==> src/anpr_consts.svh <==
// Purpose: Offsets, field positions and reset values of the next page regs
// Assumes: 16-bit register words, word-indexed addresses
// Notes:   Definitions only
`ifndef ANPR_CONSTS_SVH
`define ANPR_CONSTS_SVH
`define ANPR_ADDR_W          16
`define ANPR_DATA_W          16
`define ANPR_OFF_TX_LOW      16'h0208
`define ANPR_OFF_TX_MID      16'h0209
`define ANPR_OFF_TX_HIGH     16'h020a
`define ANPR_OFF_RX_LOW      16'h020b
`define ANPR_OFF_RX_MID      16'h020c
`define ANPR_OFF_RX_HIGH     16'h020d
`define ANPR_RST_TX_LOW      16'h2001
`define ANPR_RST_TX_MID      16'h0000
`define ANPR_RST_TX_HIGH     16'h0000
`define ANPR_RST_RX          16'h0000
`define ANPR_BIT_REQ         15
`define ANPR_BIT_ACK         14
`define ANPR_BIT_TYPE        13
`define ANPR_BIT_ACK2        12
`define ANPR_BIT_TOGGLE      11
`define ANPR_CODE_MSB        10
`define ANPR_TX_LOW_WMASK    16'hb7ff
`define ANPR_CODE_NULL       11'h001
`define ANPR_CODE_OUI_MSG    11'h005
`define ANPR_CODE_DEV_ID     11'h006
`endif

==> src/anpr_pkg.sv <==
// Purpose: Types shared by the next page register files
// Assumes: Constants come from anpr_consts.svh
// Notes:   Page word order is low, mid, high
package anpr_pkg;
  typedef logic [15:0] anpr_word_t;
  typedef logic [47:0] anpr_page_t;
endpackage

==> src/anpr_rx_if.sv <==
// Purpose: Carrier between the register bank and the partner page holder
// Assumes: Single clock domain
// Notes:   Capture is a one-cycle pulse
`timescale 1ns/1ps
interface anpr_rx_if;
  logic                capture;
  anpr_pkg::anpr_word_t held_mid;
  anpr_pkg::anpr_word_t held_high;
  modport bank   (output capture, input held_mid, input held_high);
  modport holder (input capture, output held_mid, output held_high);
endinterface // anpr_rx_if

==> src/anpr_rx_hold.sv <==
// Purpose: Holds the partner upper words captured on a low-word read
// Assumes: Live partner page is synchronous to sys_clk_in
// Notes:   Reset to zero
`timescale 1ns/1ps
`include "anpr_consts.svh"
module anpr_rx_hold (
  input  wire logic                 sys_clk_in,
  input  wire logic                 sys_rst_in,
  input  wire logic                 an_rst_in,
  input  anpr_pkg::anpr_page_t      live_page_in,
  anpr_rx_if.holder                 rx
);
  anpr_pkg::anpr_word_t mid_q;
  anpr_pkg::anpr_word_t mid_d;
  anpr_pkg::anpr_word_t high_q;
  anpr_pkg::anpr_word_t high_d;

  // Snapshot the upper words so one page reads consistently
  always_comb begin
    mid_d  = mid_q;
    high_d = high_q;
    if (an_rst_in) begin
      mid_d  = `ANPR_RST_RX; // [RL13]
      high_d = `ANPR_RST_RX; // [RL13]
    end else if (rx.capture) begin
      mid_d  = live_page_in[31:16]; // [RL10]
      high_d = live_page_in[47:32]; // [RL10]
    end
  end

  // Registers only
  always_ff @(posedge sys_clk_in or posedge sys_rst_in) begin
    if (sys_rst_in) begin
      mid_q  <= `ANPR_RST_RX;
      high_q <= `ANPR_RST_RX;
    end else begin
      mid_q  <= mid_d;
      high_q <= high_d;
    end
  end

  assign rx.held_mid  = mid_q;
  assign rx.held_high = high_q;
endmodule // anpr_rx_hold

==> src/anpr_regs.sv <==
// Purpose: Autonegotiation next page transmit and partner receive registers
// Assumes: Plain register port, read data valid the cycle after the strobe
// Notes:   Committed page only changes on a low outgoing word write or an autonegotiation reset
`timescale 1ns/1ps
`include "anpr_consts.svh"

// Operation
// [RL1] Low outgoing word resets to 2001 on power-up or autonegotiation reset
// [RL2] Software writes mid and high outgoing words before the low word
// [RL3] Low word bit 15 is writable more-pages request, reset 0
// [RL4] Low word bit 14 acknowledge is read-only, reset 0, writes ignored
// [RL5] Low word bit 13 page type, writable, reset 1, 1 means message
// [RL6] Low word bit 12 second acknowledge, writable, reset 0
// [RL7] Low word bit 11 sync toggle always reads 0
// [RL8] Low word bits 10:0 code field, writable, reset 1
// [RL9] Mid and high outgoing words are 16-bit read/write, reset 0
// [RL10] Reading partner low word captures partner mid and high words
// [RL11] Partner mid word reads the held value, not the live one
// [RL12] Partner low word shows request, ack, type, ack2, toggle, code read-only
// [RL13] Partner words reset to zero and ignore writes; the partner low word reads the live page and is not reset
// [RL14] Writing low outgoing word commits the whole 48-bit page
module anpr_regs (
  input  wire logic                         sys_clk_in,
  input  wire logic                         sys_rst_in,
  input  wire logic                         an_rst_in,
  input  wire logic [`ANPR_ADDR_W-1:0]      reg_addr_in,
  input  wire logic [`ANPR_DATA_W-1:0]      reg_wdata_in,
  input  wire logic                         reg_wr_in,
  input  wire logic                         reg_rd_in,
  input  anpr_pkg::anpr_page_t              rx_page_in,
  input  wire logic                         tx_ack_in,
  output logic      [`ANPR_DATA_W-1:0]      reg_rdata_out,
  output anpr_pkg::anpr_page_t              tx_page_out,
  output logic                              tx_commit_out
);
  anpr_rx_if rx ();

  anpr_pkg::anpr_word_t tx_low_q;
  anpr_pkg::anpr_word_t tx_low_d;
  anpr_pkg::anpr_word_t tx_mid_q;
  anpr_pkg::anpr_word_t tx_mid_d;
  anpr_pkg::anpr_word_t tx_high_q;
  anpr_pkg::anpr_word_t tx_high_d;
  anpr_pkg::anpr_page_t page_q;
  anpr_pkg::anpr_page_t page_d;
  logic                 commit_q;
  logic                 commit_d;
  logic                 ack_q;
  logic                 ack_d;
  anpr_pkg::anpr_word_t rdata_q;
  anpr_pkg::anpr_word_t rdata_d;
  anpr_pkg::anpr_word_t tx_low_view;
  anpr_pkg::anpr_word_t rx_low_view;
  logic                 wr_low;
  logic                 wr_mid;
  logic                 wr_high;
  anpr_pkg::anpr_word_t low_wr_bits;

  // Named fields of the outgoing words
  logic                 tx_more_pages_request;
  logic                 tx_acknowledge;
  logic                 tx_page_type;
  logic                 tx_second_acknowledge;
  logic                 tx_sync_toggle;
  logic [10:0]          tx_code_field;
  anpr_pkg::anpr_word_t tx_extra_field_one;
  anpr_pkg::anpr_word_t tx_extra_field_two;

  // Named fields of the partner words
  logic                 rx_more_pages_request;
  logic                 rx_acknowledge;
  logic                 rx_page_type;
  logic                 rx_second_acknowledge;
  logic                 rx_sync_toggle;
  logic [10:0]          rx_code_field;
  anpr_pkg::anpr_word_t rx_extra_field_one;

  // Writable bits of the low outgoing word
  localparam anpr_pkg::anpr_word_t LowWrMask = `ANPR_TX_LOW_WMASK;

  // One gate per bit; ack and toggle positions always drop the write
  for (genvar b = 0; b < 16; b++) begin : g_low_wr
    assign low_wr_bits[b] = reg_wdata_in[b] & LowWrMask[b]; // [RL4] [RL7]
  end

  // Outgoing fields; ack comes from arbitration, toggle never reads back
  assign tx_more_pages_request = tx_low_q[`ANPR_BIT_REQ]; // [RL3]
  assign tx_acknowledge        = ack_q; // [RL4]
  assign tx_page_type          = tx_low_q[`ANPR_BIT_TYPE]; // [RL5]
  assign tx_second_acknowledge = tx_low_q[`ANPR_BIT_ACK2]; // [RL6]
  assign tx_sync_toggle        = 1'b0; // [RL7]
  assign tx_code_field         = tx_low_q[`ANPR_CODE_MSB:0]; // [RL8]
  assign tx_extra_field_one    = tx_mid_q; // [RL9]
  assign tx_extra_field_two    = tx_high_q; // [RL9]

  // Partner fields; low word is live, middle word is the snapshot
  assign rx_more_pages_request = rx_page_in[`ANPR_BIT_REQ]; // [RL12]
  assign rx_acknowledge        = rx_page_in[`ANPR_BIT_ACK]; // [RL12]
  assign rx_page_type          = rx_page_in[`ANPR_BIT_TYPE]; // [RL12]
  assign rx_second_acknowledge = rx_page_in[`ANPR_BIT_ACK2]; // [RL12]
  assign rx_sync_toggle        = rx_page_in[`ANPR_BIT_TOGGLE]; // [RL12]
  assign rx_code_field         = rx_page_in[`ANPR_CODE_MSB:0]; // [RL12]
  assign rx_extra_field_one    = rx.held_mid; // [RL11]

  // Write decode; partner addresses decode to nothing on a write
  assign wr_low  = reg_wr_in && (reg_addr_in == `ANPR_OFF_TX_LOW);
  assign wr_mid  = reg_wr_in && (reg_addr_in == `ANPR_OFF_TX_MID);
  assign wr_high = reg_wr_in && (reg_addr_in == `ANPR_OFF_TX_HIGH);

  // Capture strobe for the holder; same cycle as the low-word read
  assign rx.capture = reg_rd_in && (reg_addr_in == `ANPR_OFF_RX_LOW); // [RL10]

  anpr_rx_hold u_hold (
    .sys_clk_in   (sys_clk_in),
    .sys_rst_in   (sys_rst_in),
    .an_rst_in    (an_rst_in),
    .live_page_in (rx_page_in),
    .rx           (rx.holder)
  );

  // Outgoing word storage; ack and toggle bits are never stored
  always_comb begin
    tx_low_d  = tx_low_q;
    tx_mid_d  = tx_mid_q;
    tx_high_d = tx_high_q;
    if (an_rst_in) begin
      tx_low_d  = `ANPR_RST_TX_LOW; // [RL1]
      tx_mid_d  = `ANPR_RST_TX_MID; // [RL9]
      tx_high_d = `ANPR_RST_TX_HIGH; // [RL9]
    end else begin
      if (wr_low) begin
        // Mask keeps bits 15, 13, 12 and 10:0 writable
        tx_low_d = low_wr_bits; // [RL3] [RL5] [RL6] [RL8]
      end
      if (wr_mid) begin
        tx_mid_d = reg_wdata_in; // [RL9]
      end
      if (wr_high) begin
        tx_high_d = reg_wdata_in; // [RL9]
      end
    end
  end

  always_ff @(posedge sys_clk_in or posedge sys_rst_in) begin
    if (sys_rst_in) begin
      tx_low_q  <= `ANPR_RST_TX_LOW; // [RL1]
      tx_mid_q  <= `ANPR_RST_TX_MID;
      tx_high_q <= `ANPR_RST_TX_HIGH;
    end else begin
      tx_low_q  <= tx_low_d;
      tx_mid_q  <= tx_mid_d;
      tx_high_q <= tx_high_d;
    end
  end

  // Acknowledge bit mirrors the arbitration side, software cannot write it
  always_comb begin
    ack_d = an_rst_in ? 1'b0 : tx_ack_in; // [RL4]
  end

  always_ff @(posedge sys_clk_in or posedge sys_rst_in) begin
    if (sys_rst_in) begin
      ack_q <= 1'b0;
    end else begin
      ack_q <= ack_d;
    end
  end

  // Commit the page on the low write; the write data is taken directly so
  // the committed low word matches what the register holds next cycle.
  // Mid/high must already be loaded, the ordering is software's job.
  always_comb begin
    page_d   = page_q;
    commit_d = 1'b0;
    if (an_rst_in) begin
      page_d = {`ANPR_RST_TX_HIGH, `ANPR_RST_TX_MID, `ANPR_RST_TX_LOW};
    end else if (wr_low) begin
      page_d   = {tx_high_q, tx_mid_q,
                  low_wr_bits}; // [RL14] [RL2]
      commit_d = 1'b1; // [RL14]
    end
  end

  always_ff @(posedge sys_clk_in or posedge sys_rst_in) begin
    if (sys_rst_in) begin
      page_q   <= {`ANPR_RST_TX_HIGH, `ANPR_RST_TX_MID, `ANPR_RST_TX_LOW};
      commit_q <= 1'b0;
    end else begin
      page_q   <= page_d;
      commit_q <= commit_d;
    end
  end

  // Read views of the low words
  always_comb begin
    // Stored ack and toggle bits are ignored; the fields replace them
    tx_low_view = {tx_more_pages_request, tx_acknowledge, tx_page_type,
                   tx_second_acknowledge, tx_sync_toggle,
                   tx_code_field}; // [RL4] [RL7]
    // Live partner low word, field for field
    rx_low_view = {rx_more_pages_request, rx_acknowledge, rx_page_type,
                   rx_second_acknowledge, rx_sync_toggle,
                   rx_code_field}; // [RL12]
  end

  // Read mux; unmapped addresses return zero
  always_comb begin
    rdata_d = 16'h0000;
    if (reg_rd_in) begin
      unique case (reg_addr_in)
        `ANPR_OFF_TX_LOW:  rdata_d = tx_low_view;
        `ANPR_OFF_TX_MID:  rdata_d = tx_extra_field_one; // [RL9]
        `ANPR_OFF_TX_HIGH: rdata_d = tx_extra_field_two; // [RL9]
        `ANPR_OFF_RX_LOW:  rdata_d = rx_low_view; // [RL12]
        `ANPR_OFF_RX_MID:  rdata_d = rx_extra_field_one; // [RL11]
        `ANPR_OFF_RX_HIGH: rdata_d = rx.held_high; // [RL11]
        default:           rdata_d = 16'h0000;
      endcase
    end
  end

  always_ff @(posedge sys_clk_in or posedge sys_rst_in) begin
    if (sys_rst_in) begin
      rdata_q <= `ANPR_RST_RX; // [RL13]
    end else begin
      rdata_q <= rdata_d;
    end
  end

  assign reg_rdata_out = rdata_q;
  assign tx_page_out   = page_q;
  assign tx_commit_out = commit_q;
endmodule // anpr_regs

==> config.mk <==
export PLATFORM = sky130hd
export DESIGN_NAME = anpr_regs
export DESIGN_NICKNAME = d
export VERILOG_FILES = /design/src/anpr_pkg.sv /design/src/anpr_rx_if.sv /design/src/anpr_rx_hold.sv /design/src/anpr_regs.sv
export VERILOG_INCLUDE_DIRS = /design/src
export SDC_FILE = /design/constraint.sdc
export NUM_CORES = 1
export LEC_CHECK = 0
export BUFFER_PORTS_ARGS = -buffer_cell sky130_fd_sc_hd__clkbuf_2
export CAP_MARGIN = 30
export CORE_MARGIN = 2
export CORE_UTILIZATION = 54
export CTS_CLUSTER_DIAMETER = 150
export DETAILED_ROUTE_END_ITERATION = 16
export PLACE_DENSITY_LB_ADDON = 0.25
export SLEW_MARGIN = 20
export SYNTH_ARGS = -nofsm -noshare
export SYNTH_HDL_FRONTEND = slang
export SYNTH_SLANG_ARGS = --single-unit
==> constraint.sdc <==
create_clock -name sys_clk_in -period 4.9 [get_ports sys_clk_in]
set_input_delay 0.735 -clock sys_clk_in [delete_from_list [all_inputs] [get_ports sys_clk_in]]
set_output_delay 0.735 -clock sys_clk_in [all_outputs]
set_load 0.02 [all_outputs]
# ---- Yosys cells after proc, flatten, opt, wreduce, memory -nomap -nowiden
# Cells that the tools add are included.
dict set report totals {
  reg_bits 146
  inputBits 86
  wordCells 40
}
dict set report classes {
  eq_ne 6
  muxes 17
  reduce_logical 8
}
# op count
set ops {}
lappend ops {{$mux W16} 11}
lappend ops {{$eq A16 B10 Y1 const B} 6}
lappend ops {{$mux W48} 2}
lappend ops {{$pmux W16 S6} 1}
lappend ops {{$reduce_bool A2 Y1} 4}
lappend ops {{$logic_and A1 B1 Y1} 4}
lappend ops {{$mux W1} 3}

# ---- Depth between registers and ports, before layout
dict set report logic_depth {
  depth_word 4
  ltp_mapped 6
  ltp_nobuf 4
}

# ---- Cells and area by module
# A second synthesis with hierarchy kept.
dict set report hier_totals {
  cells_unflattened 591
  area_unflattened_um2 6123.4
}
# mod instances cells_per_inst area_per_inst_um2
set modules_own_cells {}
lappend modules_own_cells {anpr_regs 1 487 4795.8}
lappend modules_own_cells {anpr_rx_hold 1 104 1327.5}

# ---- Worst setup path before layout
# Ideal clock, no wire load.
dict set report synth_timing {
  path_type {input-to-reg}
  start {input reg_addr_in[5]}
  end {register tx_high_q[0] (netlist: tx_extra_field_two[0])}
  setup_ps 123
  t_arrival_ps 2059
  required_ps 4777
  path_slack_ps 2719
  path_stages 6
  path_buffers 2
  path_cell_list {nor4b_4 > nand4_1 > or4b_1 > buf_6 > buf_12 > mux2i_1}
}
dict set report synth_via {
  elab_chain_len 3
}
# element line
set synth_lines {}
lappend synth_lines {{from (decl)} anpr_regs.sv:26} ;# input wire logic [`ANPR_ADDR_W-1:0] reg_addr_in,
lappend synth_lines {{$eq A16 B10 Y1 (no line)} --}
lappend synth_lines {{$logic_and A1 B1 Y1} anpr_regs.sv:108} ;# assign wr_high = reg_wr_in && (reg_addr_in == `ANPR_OFF_TX_HIGH);
lappend synth_lines {{$reduce_bool A2 Y1 (no line)} --}
lappend synth_lines {{to (signal assigned)} anpr_regs.sv:148} ;# tx_high_q <= `ANPR_RST_TX_HIGH;
lappend synth_lines {{to (signal assigned)} anpr_regs.sv:152} ;# tx_high_q <= tx_high_d;
lappend synth_lines {{to (decl)} anpr_regs.sv:42} ;# anpr_pkg::anpr_word_t tx_high_q;
# Every way passes these cells.
# A chain may end at the register's enable or synchronous reset.

# ---- Worst setup path in the final report
dict set report layout_timing {
  start {input reg_addr_in[2]}
  end {register page_q[34] (netlist: tx_page_out[34])}
}
dict set report layout_via {
  elab_chain_len 3
}
# element line
set layout_lines {}
lappend layout_lines {{$eq A16 B10 Y1 (no line)} --}
lappend layout_lines {{$logic_and A1 B1 Y1} anpr_regs.sv:106} ;# assign wr_low = reg_wr_in && (reg_addr_in == `ANPR_OFF_TX_LOW);
lappend layout_lines {{$reduce_bool A2 Y1 (no line)} --}
lappend layout_lines {{to (signal assigned)} anpr_regs.sv:186} ;# page_q <= {`ANPR_RST_TX_HIGH, `ANPR_RST_TX_MID, `ANPR_RST_TX_LOW};
lappend layout_lines {{to (signal assigned)} anpr_regs.sv:189} ;# page_q <= page_d;
lappend layout_lines {{to (decl)} anpr_regs.sv:44} ;# anpr_pkg::anpr_page_t page_q;
# Every way passes these cells.

==> results.cfg <==
[synth]
syn_inst = 646
synthDistinctLibCells = 39
synth-main-ff-cell = dfrtp_1
synth-seq-cells = 128
syn_area_sq_um = 6291
ys_async_sr_fraction = 1.000
avgSynthCellArea_sq_um = 9.738
ys_warn_count = 0
synth_edf_count = 0
seq_area_frac_synth = 0.5095

[worst_setup_path]
setup.worst_path.end_class = flop
cp-start-kind = input pin
crit_required_ns = 5.22
startpoint = reg_addr_in[2]
path_max_fanout = 57
arrival_ns = 2.82
r2r-start = tx_extra_field_two[2]
critPathKind = input pin to flop

[cts]
cts_buffer_depth = 2
cts_root_buf = clkbuf_16
htreeDepth = 4
cts_buffers = 17
hold_buffers = 0
insertion_delay_ns = 0.42
path_clk_slew_ns = 0.05
numClockSinks = 128
cts_setup_buffers = 0
cts_resized = 0
cts_tree = yes

[detailed_routing]
routedWlPerCell_microns = 19.87
drtIter0Drc = 744
drt_pass1_iterations = 5
ant_nets = 0
avgViaCountPerCell = 6.307
wirelength_microns = 17980
vias = 5708
drc = 0

[timing]
fin_crit_sh = 0.5096
setup_viol = 0
skew_ns = 0.005387
slew_viol_final = 0
slew_headroom = 0.3367
worst_pin_slew_ns = 0.9949
period_minus_slack_ns = 2.497
hold_viol = 0
tns_ns = 0
fmax_mhz = 400.4
holdWs_ns = 0.4384
rsz0062_at_grt = no

[global_routing]
grt_start_max_net_pins = 98
grt_pass1_wl_microns = 28850
grt.total_usage = 0.2901
antenna_found_initial = 0
grt_pass1_vias = 5616
gr-total-overflow = 0

[finish]
fin_util = 0.6728
final_cell_count_no_fill = 905
area_growth_pct = 21.60
fin_nets = 838
drive_gt1_frac = 0.2638
antenna_cells = 0

[pwr]
powerDensity_nw_per_um2 = 320.0
fin_total_pwr_mw = 2.448
power.leakage_nw = 3.556
vdd_ir_drop_max_v = 0.0001913

[floorplan]
start_util = 0.5533
dieHeight_microns = 111.9
rows = 39
core_area_sq_um = 11370
dieArea_sq_um = 12530
dieWidth_microns = 111.9
io_pins = 151

[placement]
place_hpwl_microns = 11490
port_buffers = 148
gp_congestion = 0.8615
dpl.cell_count = 875

[worst_hold_path]
hold_class = input pin to async pin

[run_status]
status = finished clean

[job]
max_cap_viol_count = 0
## layer usage
layer	GRT usage	part of all wire	routed length [microns]	up-vias
met2	0.4558	0.48	8693	290
met1	0.3920	0.41	7293	2779
met3	0.07186	0.081	1455	46
met4	0.1138	0.030	538	0
met5	0	0	0	-
li1	-	-	-	2593
## area by class of cell
| type | instances | area (sq um) |
|---|---|---|
| repair buffers | 161 | 908.4 |
| clock buffers | 22 | 484.2 |
| multi-input cells | 442 | 2778 |
| flip-flops and latches | 128 | 3206 |
| clock inverters | 7 | 85.08 |
| inverters | 2 | 10.01 |
| well taps | 143 | 178.9 |
| fillers | 936 | 3720 |
## cell usage after synthesis (all sizes together), types with 3 or more instances
cell | number | share of area
dfrtp | 126 | 0.50
o21ai | 100 | 0.080
a21oi | 95 | 0.076
nand3 | 61 | 0.049
clkbuf | 58 | 0.035
mux2i | 33 | 0.053
nand2b | 33 | 0.033
nand4b | 24 | 0.033
buf | 17 | 0.017
nand4 | 11 | 0.011
a22o | 9 | 0.013
nor2 | 9 | 0.0054
a2bb2oi | 8 | 0.011
a32oi | 8 | 0.011
a32o | 6 | 0.0095
nand2 | 6 | 0.0036
a211o | 5 | 0.0070
a22oi | 5 | 0.0060
nor3 | 5 | 0.0040
nor4b | 4 | 0.010
and4 | 3 | 0.0048
## state kept, by name (all words and copies together), names as in the netlist, 13 cells and up
register and count:
tx_page_out 33, u_hold.rx.held_mid 16, u_hold.rx.held_high 16, tx_extra_field_two 16
reg_rdata_out 16, tx_low_q 13, tx_extra_field_one 16
## report_power, final
| group | total, mW | switching (mW) | internal (mW) |
|---|---|---|---|
| logic | 0.162 | 0.109 | 0.0529 |
| clock network | 1.23 | 0.439 | 0.788 |
| registers | 1.06 | 0.0000851 | 1.06 |
| total | 2.45 | 0.548 | 1.90 |
## layout by cell type (no fill, tap or decap), drive strengths merged, types with 2 or more instances in the layout
cell       n
nand3     61
nor3b      2
a22o       9
conb       2
and4       3
buf       14
a32o       6
nor2       9
nand2b    33
clkinv     5
dfrtp    126
a21oi     95
nand2      6
clkbuf   169
a22oi      5
a221o      2
nor3       5
bufinv     2
a2bb2oi    8
inv        2
o21ai    100
and3       2
nor4b      4
nor2b      2
o21bai     2
a32oi      8
nand4b    24
dfstp      2
nand4     11
a211o      5
mux2i     33
## cell families (layout without fill, tap and decap cells)
group,count (synthesis),in the layout,synth area share
other,1,2,0.0005961
and+or+nand+nor,164,164,0.1627
buffers and inverters,77,192,0.05270
AOI/OAI and AO/OA,243,243,0.2220
DFF,128,128,0.5095
muxes,33,33,0.05251
## worst max-delay path, cell delays in order
cell and delay, ns:
clkbuf_2 0.08, buf_4 0.28, nor4b_1 0.42, and4_2 0.73, buf_16 0.26, nand3_1 0.10
a21oi_1 0.19
## metrics by stage
step | instance area, sq um | setup WS (ns)
final | 7650 | 2.403
after floorplan | 6295 | 0.7557
after global routing | 7650 | 2.227
after CTS | 7622 | 2.439
after detailed placement | 7053 | 2.027
after global placement | 6978 | 1.892
## final timing paths
| kind | to | slack, ns | cells past startpoint |
|---|---|---|---|
| min | reg_rdata_out[0] | 0.44 | 2 |
| max reg2reg | reg_rdata_out[2] | 3.53 | 4 |
| min in group sys_clk_in | reg_rdata_out[3] | 0.54 | 2 |
| min reg2reg | tx_page_out[19] | 0.54 | 2 |
| max | tx_page_out[34] | 2.40 | 7 |
| max in group asynchronous | tx_low_q[13] | 3.44 | 3 |
(Power assumes the default switching activity.)
